`src/rtl/ttc_consts.svh`:
```
`ifndef TTC_CONSTS_SVH
`define TTC_CONSTS_SVH
`define TTC_ADR_MODE 4'h0
`define TTC_ADR_CTRL 4'h1
`define TTC_ADR_TL0 4'h2
`define TTC_ADR_TH0 4'h3
`define TTC_ADR_TL1 4'h4
`define TTC_ADR_TH1 4'h5
`define TTC_ADR_TIMER2_OUTPUT_DIRECTION 4'h6
`define TTC_ADR_TIMER2_RUN_AND_FLAGS 4'h7
`define TTC_ADR_TL2 4'h8
`define TTC_ADR_TH2 4'h9
`define TTC_ADR_CAPL 4'hA
`define TTC_ADR_CAPH 4'hB
`define TTC_ADR_ACK 4'hC
`define TTC_RST_BYTE 8'h00
`define TTC_MC_12T 4'hB
`define TTC_MC_6T 4'h5
`define TTC_T2_DOWN_LOAD 16'hFFFF
`endif

```
`src/rtl/ttc_pkg.sv`:
```
package ttc_pkg;
   typedef struct packed {
      logic [3:0] adr;
      logic we;
      logic [7:0] dat;
      logic stb;
   } ttc_req_t;
   typedef struct packed {
      logic t0;
      logic t1;
      logic t2;
      logic int0_n;
      logic int1_n;
      logic timer2_ext_pin;
   } ttc_pins_t;
endpackage : ttc_pkg

```
`src/rtl/ttc_top.sv`:
```
// Summary of operation
// - three 16-bit timers, falling-edge counters too
// - timer ticks once per 12 or 6 clocks
// - count pin sampled per machine cycle
// - gate bit adds ext pin high condition
// - count select: 0 timer, 1 counter
// - modes 13, 16, 8 reload, split/stop
// - overflow flags set by hw, cleared by ack/sw
// - ext irq flag, edge or level trigger
// - clock out toggles on timer2 overflow
// - down count enable allows timer2 down
// - timer2 overflow flag not set in baud mode
// - timer2 ext flag on qualified timer2_ext_pin edge
// - baud sources select timer2 or timer1 pulse
// - timer2_ext_pin edges need enable and no baud use
// - timer2 run and count select
// - capture or reload; baud forces reload
// - 8-bit reload keeps high byte
// - split high byte uses timer1 run and flag
// - up/down follows timer2_ext_pin; fixed down reload
// - clock out 50% duty, no interrupt
//
// Register access over Wishbone and the placing of the registers were decided locally.
`timescale 1ns/1ps
`include "ttc_consts.svh"
module ttc_top (
   input wire logic clk_i,
   input wire logic rst_i,
   input wire logic cyc_i,
   input wire logic stb_i,
   input wire logic we_i,
   input wire logic [3:0] adr_i,
   input wire logic [3:0] sel_i,
   input wire logic [31:0] dat_i,
   output logic [31:0] dat_o,
   output logic ack_o,
   input wire ttc_pkg::ttc_pins_t pins_i,
   input wire logic half_cycle_mode_i,
   output logic clock_out_pin_o,
   output logic tx_baud_tick_o,
   output logic rx_baud_tick_o,
   output logic timer0_irq_o,
   output logic timer1_irq_o,
   output logic timer2_irq_o,
   output logic ext0_irq_o,
   output logic ext1_irq_o
);
   import ttc_pkg::*;
   logic [5:0] sync1, sync2, samp;
   logic [3:0] mc_cnt;
   logic mc_tick;
   logic [7:0] mode, ctrl, timer2_output_direction, timer2_run_and_flags;
   logic [7:0] tl0, th0, tl1, th1, tl2, th2, capl, caph;
   logic wr, rd_pend;
   logic [3:0] a;
   logic [7:0] wd;
   ttc_pins_t ps, pp;
   // pin synchroniser, second stage only read
   always_ff @(posedge clk_i) begin
      if (rst_i) begin
         sync1 <= 6'h3F;
         sync2 <= 6'h3F;
      end else begin
         sync1 <= pins_i;
         sync2 <= sync1;
      end
   end
   assign ps = sync2;
   // machine cycle divider
   always_ff @(posedge clk_i) begin
      if (rst_i) begin
         mc_cnt <= 4'h0;
      end else if (mc_tick) begin
         mc_cnt <= 4'h0;
      end else begin
         mc_cnt <= mc_cnt + 4'h1;
      end
   end
   assign mc_tick = (mc_cnt == (half_cycle_mode_i ? `TTC_MC_12T
                                 : `TTC_MC_6T));
   // once per machine cycle sample of pins
   always_ff @(posedge clk_i) begin
      if (rst_i) begin
         samp <= 6'h3F;
      end else if (mc_tick) begin
         samp <= sync2;
      end
   end
   assign pp = samp;
   // wishbone classic single-cycle slave
   assign wr = cyc_i & stb_i & we_i & sel_i[0] & ~ack_o;
   assign a = adr_i;
   assign wd = dat_i[7:0];
   always_ff @(posedge clk_i) begin
      if (rst_i) begin
         ack_o <= 1'b0;
      end else begin
         ack_o <= cyc_i & stb_i & ~ack_o;
      end
   end
   function automatic logic fall(input logic prev, input logic now);
      fall = prev & ~now;
   endfunction : fall
   // tick enables
   logic cs0, cs1, g0, g1, en0, en1, ev0, ev1, split, en0h;
   logic [1:0] m0, m1;
   assign m0 = mode[1:0];
   assign m1 = mode[5:4];
   assign cs0 = mode[2];
   assign cs1 = mode[6];
   assign g0 = mode[3];
   assign g1 = mode[7];
   assign split = (m0 == 2'b11);
   assign ev0 = mc_tick & (cs0 ? fall(pp.t0, ps.t0) : 1'b1);
   assign ev1 = mc_tick & (cs1 ? fall(pp.t1, ps.t1) : 1'b1);
   assign en0 = ctrl[4] & (~g0 | ps.int0_n);
   assign en1 = ctrl[6] & (~g1 | ps.int1_n);
   assign en0h = mc_tick & ctrl[6];
   // generic 8051 style counter step
   logic [15:0] n0, n1;
   logic o0, o1, o0h;
   function automatic logic [16:0] step(input logic [1:0] m,
         input logic [7:0] lo, input logic [7:0] hi);
      logic [13:0] c13;
      logic [16:0] c16;
      logic [8:0] c8;
      c13 = {hi, lo[4:0]} + 14'h1;
      c16 = {1'b0, hi, lo} + 17'h1;
      c8 = {1'b0, lo} + 9'h1;
      step = 17'h0;
      unique case (m)
         2'b00: step = {c13[13], c13[12:5], 3'b000, c13[4:0]};
         2'b01: step = c16;
         2'b10: step = {c8[8], hi, c8[8] ? hi : c8[7:0]};
         2'b11: step = {c8[8], hi, c8[7:0]};
      endcase
   endfunction : step
   logic [16:0] s0, s1;
   logic [8:0] h0;
   assign s0 = step(m0, tl0, th0);
   assign s1 = step(m1, tl1, th1);
   assign h0 = {1'b0, th0} + 9'h1;
   assign o0 = en0 & ev0 & s0[16];
   assign o1 = en1 & ev1 & s1[16] & (m1 != 2'b11);
   assign o0h = split & en0h & h0[8];
   // timer2
   logic t2run, t2cs, baud, cprl, exen, down_count_enable, timer2_clock_out_en, ext_ev, ev2, up;
   logic [16:0] c2u;
   logic [15:0] c2d, t2v;
   logic o2;
   assign t2run = timer2_run_and_flags[2];
   assign t2cs = timer2_run_and_flags[1];
   assign cprl = timer2_run_and_flags[0];
   assign exen = timer2_run_and_flags[3];
   assign baud = timer2_run_and_flags[5] | timer2_run_and_flags[4];
   assign down_count_enable = timer2_output_direction[0];
   assign timer2_clock_out_en = timer2_output_direction[1];
   assign t2v = {th2, tl2};
   assign ev2 = t2run & mc_tick &
                (t2cs ? fall(pp.t2, ps.t2) : 1'b1);
   assign ext_ev = exen & ~baud & mc_tick & fall(pp.timer2_ext_pin, ps.timer2_ext_pin);
   assign up = ~(down_count_enable & ~cprl & ~baud) | ps.timer2_ext_pin;
   assign c2u = {1'b0, t2v} + 17'h1;
   assign c2d = t2v - 16'h1;
   assign o2 = ev2 & (up ? c2u[16] : (t2v == {caph, capl}));
   // registers and counters
   always_ff @(posedge clk_i) begin
      if (rst_i) begin
         mode <= `TTC_RST_BYTE;
         timer2_output_direction <= `TTC_RST_BYTE;
      end else if (wr & a == `TTC_ADR_MODE) begin
         mode <= wd;
      end else if (wr & a == `TTC_ADR_TIMER2_OUTPUT_DIRECTION) begin
         timer2_output_direction <= {6'h00, wd[1:0]};
      end
   end
   // ctrl: ovf1 run1 ovf0 run0 ext1 type1 ext0 type0
   logic e0_set, e1_set;
   logic [1:0] int_d;
   always_ff @(posedge clk_i) begin
      if (rst_i) begin
         int_d <= 2'b11;
      end else begin
         int_d <= {ps.int1_n, ps.int0_n};
      end
   end
   assign e0_set = ctrl[0] ? fall(int_d[0], ps.int0_n) : ~ps.int0_n;
   assign e1_set = ctrl[2] ? fall(int_d[1], ps.int1_n) : ~ps.int1_n;
   logic ack0, ack1, acke0, acke1, wctl;
   assign wctl = wr & a == `TTC_ADR_CTRL;
   assign ack0 = wr & a == `TTC_ADR_ACK & wd[0];
   assign ack1 = wr & a == `TTC_ADR_ACK & wd[1];
   assign acke0 = wr & a == `TTC_ADR_ACK & wd[2];
   assign acke1 = wr & a == `TTC_ADR_ACK & wd[3];
   always_ff @(posedge clk_i) begin
      if (rst_i) begin
         ctrl <= `TTC_RST_BYTE;
      end else begin
         ctrl[6] <= wctl ? wd[6] : ctrl[6];
         ctrl[4] <= wctl ? wd[4] : ctrl[4];
         ctrl[2] <= wctl ? wd[2] : ctrl[2];
         ctrl[0] <= wctl ? wd[0] : ctrl[0];
         ctrl[7] <= (o1 | o0h) |
                    (ctrl[7] & ~ack1 & ~(wctl & ~wd[7]));
         ctrl[5] <= o0 | (ctrl[5] & ~ack0 & ~(wctl & ~wd[5]));
         ctrl[3] <= e1_set | (ctrl[3] & ~acke1 & ~(wctl & ~wd[3]));
         ctrl[1] <= e0_set | (ctrl[1] & ~acke0 & ~(wctl & ~wd[1]));
      end
   end
   always_ff @(posedge clk_i) begin
      if (rst_i) begin
         tl0 <= `TTC_RST_BYTE;
         th0 <= `TTC_RST_BYTE;
      end else if (wr & a == `TTC_ADR_TL0) begin
         tl0 <= wd;
      end else if (wr & a == `TTC_ADR_TH0) begin
         th0 <= wd;
      end else begin
         if (en0 & ev0) begin
            tl0 <= s0[7:0];
            if (!split) begin
               th0 <= s0[15:8];
            end
         end
         if (split & en0h) begin
            th0 <= h0[7:0];
         end
      end
   end
   always_ff @(posedge clk_i) begin
      if (rst_i) begin
         tl1 <= `TTC_RST_BYTE;
         th1 <= `TTC_RST_BYTE;
      end else if (wr & a == `TTC_ADR_TL1) begin
         tl1 <= wd;
      end else if (wr & a == `TTC_ADR_TH1) begin
         th1 <= wd;
      end else if (en1 & ev1 & m1 != 2'b11) begin
         {th1, tl1} <= s1[15:0];
      end
   end
   // timer2_run_and_flags: ovf ext rxsrc txsrc exen run cs cprl
   logic t2ovf_set, t2ext_set, wt2;
   assign wt2 = wr & a == `TTC_ADR_TIMER2_RUN_AND_FLAGS;
   assign t2ovf_set = o2 & ~baud & ~(timer2_clock_out_en & ~t2cs);
   assign t2ext_set = ext_ev | (o2 & down_count_enable & ~cprl & ~baud);
   always_ff @(posedge clk_i) begin
      if (rst_i) begin
         timer2_run_and_flags <= `TTC_RST_BYTE;
      end else begin
         timer2_run_and_flags[5:0] <= wt2 ? wd[5:0] : timer2_run_and_flags[5:0];
         timer2_run_and_flags[7] <= t2ovf_set | (timer2_run_and_flags[7] & ~(wt2 & ~wd[7]));
         if (o2 & down_count_enable & ~cprl & ~baud) begin
            timer2_run_and_flags[6] <= ~timer2_run_and_flags[6];
         end else begin
            timer2_run_and_flags[6] <= t2ext_set | (timer2_run_and_flags[6] & ~(wt2 & ~wd[6]));
         end
      end
   end
   always_ff @(posedge clk_i) begin
      if (rst_i) begin
         tl2 <= `TTC_RST_BYTE;
         th2 <= `TTC_RST_BYTE;
      end else if (wr & a == `TTC_ADR_TL2) begin
         tl2 <= wd;
      end else if (wr & a == `TTC_ADR_TH2) begin
         th2 <= wd;
      end else if (o2) begin
         if (up | cprl & ~baud) begin
            {th2, tl2} <= (cprl & ~baud) ? 16'h0000
                          : {caph, capl};
         end else begin
            {th2, tl2} <= `TTC_T2_DOWN_LOAD;
         end
      end else if (ext_ev & ~cprl & ~down_count_enable) begin
         {th2, tl2} <= {caph, capl};
      end else if (ev2) begin
         {th2, tl2} <= up ? c2u[15:0] : c2d;
      end
   end
   always_ff @(posedge clk_i) begin
      if (rst_i) begin
         capl <= `TTC_RST_BYTE;
         caph <= `TTC_RST_BYTE;
      end else if (wr & a == `TTC_ADR_CAPL) begin
         capl <= wd;
      end else if (wr & a == `TTC_ADR_CAPH) begin
         caph <= wd;
      end else if (ext_ev & cprl) begin
         {caph, capl} <= t2v;
      end
   end
   // clock out and baud pulses
   always_ff @(posedge clk_i) begin
      if (rst_i) begin
         clock_out_pin_o <= 1'b0;
         tx_baud_tick_o <= 1'b0;
         rx_baud_tick_o <= 1'b0;
      end else begin
         if (o2 & timer2_clock_out_en & ~t2cs) begin
            clock_out_pin_o <= ~clock_out_pin_o;
         end
         tx_baud_tick_o <= timer2_run_and_flags[4] ? o2 : (o1 | o0h);
         rx_baud_tick_o <= timer2_run_and_flags[5] ? o2 : (o1 | o0h);
      end
   end
   // read mux and interrupt lines
   logic [7:0] rd;
   always_comb begin
      rd = 8'h00;
      unique case (a)
         `TTC_ADR_MODE: rd = mode;
         `TTC_ADR_CTRL: rd = ctrl;
         `TTC_ADR_TL0: rd = tl0;
         `TTC_ADR_TH0: rd = th0;
         `TTC_ADR_TL1: rd = tl1;
         `TTC_ADR_TH1: rd = th1;
         `TTC_ADR_TIMER2_OUTPUT_DIRECTION: rd = timer2_output_direction;
         `TTC_ADR_TIMER2_RUN_AND_FLAGS: rd = timer2_run_and_flags;
         `TTC_ADR_TL2: rd = tl2;
         `TTC_ADR_TH2: rd = th2;
         `TTC_ADR_CAPL: rd = capl;
         `TTC_ADR_CAPH: rd = caph;
         default: rd = 8'h00;
      endcase
   end
   always_ff @(posedge clk_i) begin
      if (rst_i) begin
         dat_o <= 32'h0000_0000;
         timer0_irq_o <= 1'b0;
         timer1_irq_o <= 1'b0;
         timer2_irq_o <= 1'b0;
         ext0_irq_o <= 1'b0;
         ext1_irq_o <= 1'b0;
      end else begin
         dat_o <= {24'h000000, rd};
         timer0_irq_o <= ctrl[5];
         timer1_irq_o <= ctrl[7];
         ext0_irq_o <= ctrl[1];
         ext1_irq_o <= ctrl[3];
         timer2_irq_o <= timer2_run_and_flags[7] |
                         (timer2_run_and_flags[6] & ~(down_count_enable & ~cprl & ~baud));
      end
   end
endmodule : ttc_top

```
`config.mk`:
```
export PLATFORM = sky130hd
export DESIGN_NAME = ttc_top
export DESIGN_NICKNAME = d
export VERILOG_FILES = /design/src/rtl/ttc_pkg.sv /design/src/rtl/ttc_top.sv
export VERILOG_INCLUDE_DIRS = /design/src /design/src/rtl
export SDC_FILE = /design/constraint.sdc
export NUM_CORES = 1
export LEC_CHECK = 0
export BUFFER_PORTS_ARGS = -buffer_cell sky130_fd_sc_hd__buf_4
export CAP_MARGIN = 20
export CORE_MARGIN = 2
export CORE_UTILIZATION = 38
export DETAILED_ROUTE_END_ITERATION = 10
export GPL_ROUTABILITY_DRIVEN = 0
export SLEW_MARGIN = 20
export SYNTH_ARGS = -nofsm -noshare
export SYNTH_HDL_FRONTEND = slang
export SYNTH_SLANG_ARGS = --single-unit
```
`constraint.sdc`:
```
create_clock -name clk_i -period 2.4 [get_ports clk_i]
set_clock_uncertainty 0.2 [all_clocks]
set_input_delay 0.48 -clock clk_i [delete_from_list [all_inputs] [get_ports clk_i]]
set_output_delay 0.48 -clock clk_i [all_outputs]
set_load 0.01 [all_outputs]
```
==> flow_results.org <==
** Floorplanning
- From bottom edge to top edge, the die measures 156 um.
- The region available for standard cell placement spans 0.0226 mm2.
- Effective utilization at floorplan :: 0.387
- Die Footprint :: 0.0243 mm2
- For this design the top-level I/O count stands at 93.
- Floorplan die width :: 156 um
- In this run the core area contains 55 standard-cell rows.

** Layout
- In the final layout, the share of cells above drive strength 1 is 0.260.
- Summing all non-filler instances in the final layout gives an area of 0.0113 mm2.
- The area growth from synthesis to layout is 28.8%.
- In the final design database the tool counted about 1300 nets.
- Fill cell instance count of the final layout :: 2177
- Final Util :: 0.499
- Final standard cell count with taps included and fillers excluded :: 1575
- 0 antenna diodes ended up in the layout.

** Timing
- Setup slack on the critical path of the routed design comes to -0.106 ns.
- Worst Tran Pin Value :: slightly above 0.6 ns
- In the final timing run, aggregate negative setup slack is -0.453 ns.
- Highest attainable clock frequency :: 399 MHz
- The number of max-slew violations in the final report came to 0.
- Setup violations remaining at the end of the flow were counted as 12.
- The hold violation total from the final report was 0.
- Subtracting the final worst setup slack from the clock period gives 2.51 ns.
- Setup repair after global routing missed its margin :: yes
- The worst pin sits at a relative slew slack of 0.591.
- Final clock period utilization by the worst path :: 1.04

** Setup path
- CP Launch Type :: flip-flop
- CP Max Fanout :: 3
- The worst setup path is of the reg -> reg kind.
- Critical Path Source :: tl2[5]$_SDFFE_PP0P_
- Data arrival time of the worst path :: about 2.6 ns
- CP endpoint kind :: flip-flop
- For the worst setup path, the data required time is 2.52 ns.
- Critical register-to-register path startpoint :: tl2[5]$_SDFFE_PP0P_

** Power and ir drop
- In this run the static leakage power is roughly 4.4 nW.
- Summed over all nets, the switching power comes to ~1.4 mW.
- Relative contribution of combinational cells to total power :: 0.083
- Share of total power in the clock network :: 0.493
- Cell internal power was estimated by the tool at 3.80 mW.
- Maximum VDD drop :: 0.000419 V
- In this run the power density over the cells is 459 mW/mm2.
- Of the total power, the share spent switching nets is 0.267.
- Sequential Power Share :: 0.424

** Global route
- Via count of the first global-routing pass :: 8784
- Global-route usage over all layers :: 0.274
- After global routing the overflow that remains totals 0.
- Global-route wire length before repair :: 50.9 mm
- Largest net degree at the start of global routing :: ~100
- The number of antenna violations at the first check in global routing was 0.

** Placement
- Post-detailed-placement half-perimeter wirelength :: 24.3 mm
- In this run the tool buffered the top-level ports with 41 buffer cells.
- Total placed cells including tap cells :: 1530
- Timing analysis after detailed placement gives a worst setup slack of -0.244 ns.
- Summing all placed instances gives a cell area of 0.0103 mm2.

** Drt
- The detailed router placed 9631 vias in this run.
- Via count normalized by instance count :: 6.11
- Detailed Route WL :: 33.8 mm
- After detailed routing, the average wire length per cell comes to 21.5 um.
- The count of nets left with antenna violations once routing finished came out at 0.
- The first detailed-routing pass ran for 6 iterations.
- Iteration-0 DRC Markers :: about 1400
- DR DRC count :: 0

** Clock network
- In this run the clock root is driven by a sky130_fd_sc_hd__clkbuf_16.
- Post-CTS clock slew at the launch and capture registers of the worst setup and hold paths :: 0.06 ns
- The H-tree generated during clock tree synthesis spans 4 levels.
- Total clock sinks :: 129
- Counting the buffers created by CTS gives 17.
- CTS tree :: built
- In this run the deepest clock path goes through 2 buffers.
- Clock latency on the worst-skew pair :: 0.43 ns

** Logic synthesis
- Number of instances in the synthesized netlist :: ~1100
- Number of synthesized register bits :: approximately 130
- Syn. warnings :: 0
- Primary FF master, synth :: sky130_fd_sc_hd__dfxtp_1
- Of all cell types, the one taking the most synthesized area is sky130_fd_sc_hd__dfxtp_1.
- For this run, the register share of the synthesized area comes to 0.294.
- Sorting the synthesized cells by how often they occur yields sky130_fd_sc_hd__dfxtp_1 (129), sky130_fd_sc_hd__nor2_1 (126), sky130_fd_sc_hd__nand2_1 (92).
- The synthesized design contains 0 enable-type register cells.
- Area share of the leading cell type in the synthesized netlist :: 0.294
- Synthesized area divided by synthesized cell count :: approximately 7.8 um2
- In the synthesized netlist the async set-or-reset flop fraction comes to 0.
- Most frequent cell after synthesis :: sky130_fd_sc_hd__dfxtp_1
- Summing every instance area after synthesis gives 0.00877 mm2.
- Post-synth cell types :: 84
- Biggest area contributors in the synthesized netlist :: sky130_fd_sc_hd__dfxtp_1 (29%), sky130_fd_sc_hd__mux2i_1 (5.6%), sky130_fd_sc_hd__nor2_1 (5.4%)

** Hold path
- Hold path start :: pins_i[1]
- The worst hold path belongs to the class in -> reg.

** Flow run
- Across the run, the number of max-cap violations was 0.

** Outcome
- Outcome :: complete, but fails checks
- The checks that failed: negative setup slack.
cell usage in the layout (no fill, tap or decap), drive strengths merged, types with 17 or more instances in the layout:
| cell | Yosys | routed |
|---|---|---|
| conb | 1 | 24 |
| xor2 | 27 | 27 |
| a22oi | 23 | 23 |
| and3 | 17 | 17 |
| mux2i | 49 | 49 |
| dfxtp | 129 | 129 |
| a21oi | 67 | 67 |
| nor2 | 126 | 126 |
| inv | 20 | 26 |
| nand3 | 51 | 51 |
| a211oi | 31 | 31 |
| or2 | 17 | 17 |
| xnor2 | 19 | 19 |
| nor3 | 28 | 28 |
| buf | 44 | 222 |
| clkbuf | 74 | 20 |
| nand2 | 92 | 92 |
| o21ai | 43 | 43 |
| nor4 | 22 | 22 |
path summary, 6_finish.rpt:
kind / end / slack, ns / depth (start not counted)
worst min register to register: ps[2]$_SDFF_PP1_ / 0.21 / 1
worst max register to register: th2[3]$_SDFFE_PP0P_ / -0.11 / 6
worst max-delay path: th2[3]$_SDFFE_PP0P_ / -0.11 / 6
worst min-delay path: sync1[1]$_SDFF_PP1_ / 0.03 / 2
repair_timing:
| action | 4_1_cts | 5_1_grt |
|---|---|---|
| setup endpoints to repair | 20 | 28 |
| resized for setup | 22 | 38 |
| hold buffers | 0 | 0 |
| buffers inserted | 5 | 9 |
| pin swaps | 21 | 19 |
state kept, by name, summed over array words and instances, names as in the netlist, 2 cells and up:
| name | flops |
|---|---|
| capl | 8 |
| timer2_output_direction | 2 |
| mc_cnt | 4 |
| sync1 | 6 |
| pp | 4 |
| ctrl | 8 |
| th0 | 8 |
| dat_o | 8 |
| timer2_run_and_flags | 8 |
| ps | 6 |
| mode | 8 |
| th2 | 8 |
| tl1 | 8 |
| tl2 | 8 |
| int_d | 2 |
| caph | 8 |
| tl0 | 8 |
| th1 | 8 |
worst max-delay path, stage by stage, from the launching register on:
cell and delay [ns]:
sky130_fd_sc_hd__dfxtp_4 0.34, sky130_fd_sc_hd__or4_4 0.53, sky130_fd_sc_hd__or2_4 0.28, sky130_fd_sc_hd__o32a_4 0.37, sky130_fd_sc_hd__mux2i_1 0.12, sky130_fd_sc_hd__or3_1 0.32, sky130_fd_sc_hd__a311oi_2 0.24
per-layer routing:
layer / global-route usage / up-vias / share of wire
li1: - / 4447 / -
met1: 0.378 / 4507 / 0.43
met2: 0.406 / 574 / 0.43
met3: 0.0758 / 103 / 0.11
met4: 0.101 / 0 / 0.032
met5: 0 / - / 0
power by group through the flow:
stage	combinational, mW	sequential, mW	clock, mW
floorplan	0.246	2.24	0
global placement	0.405	2.24	0
detailed placement	0.408	2.24	0
CTS	0.410	2.20	2.58
global route	0.450	2.20	2.68
finish	0.428	2.20	2.56
final cells by class:
cell class | instances | area, um2 | area share
Clock buffer | 20 | 447 | 0.0396
Inverter | 22 | 82.6 | 0.00731
Tap cell | 285 | 357 | 0.0316
Clock inverter | 12 | 125 | 0.0111
Sequential cell | 129 | 2590 | 0.230
Multi-Input combinational cell | 885 | 5860 | 0.519
Timing Repair Buffer | 222 | 1830 | 0.162
cell families after synthesis:
| family | Yosys count | share of synthesized area |
|---|---|---|
| AND/OR/NAND/NOR | 436 | 0.250 |
| AO/OA/AOI/OAI | 317 | 0.260 |
| buffers and inverters | 140 | 0.0736 |
| flip-flops | 129 | 0.294 |
| multiplexers | 56 | 0.0675 |
| XOR/XNOR | 46 | 0.0459 |
| adder cells (fa/ha/maj) | 6 | 0.00856 |
| other | 1 | 0.000428 |
per-stage QoR:
stage,hold slack [ns],power [mW]
after floorplan,0.189,2.48
after global placement,0.191,2.65
after detailed placement,0.193,2.65
after CTS,0.0188,5.19
after global routing,0.0225,5.32
final,0.0260,5.18
Note: power is estimated with default switching activity, not from simulation.
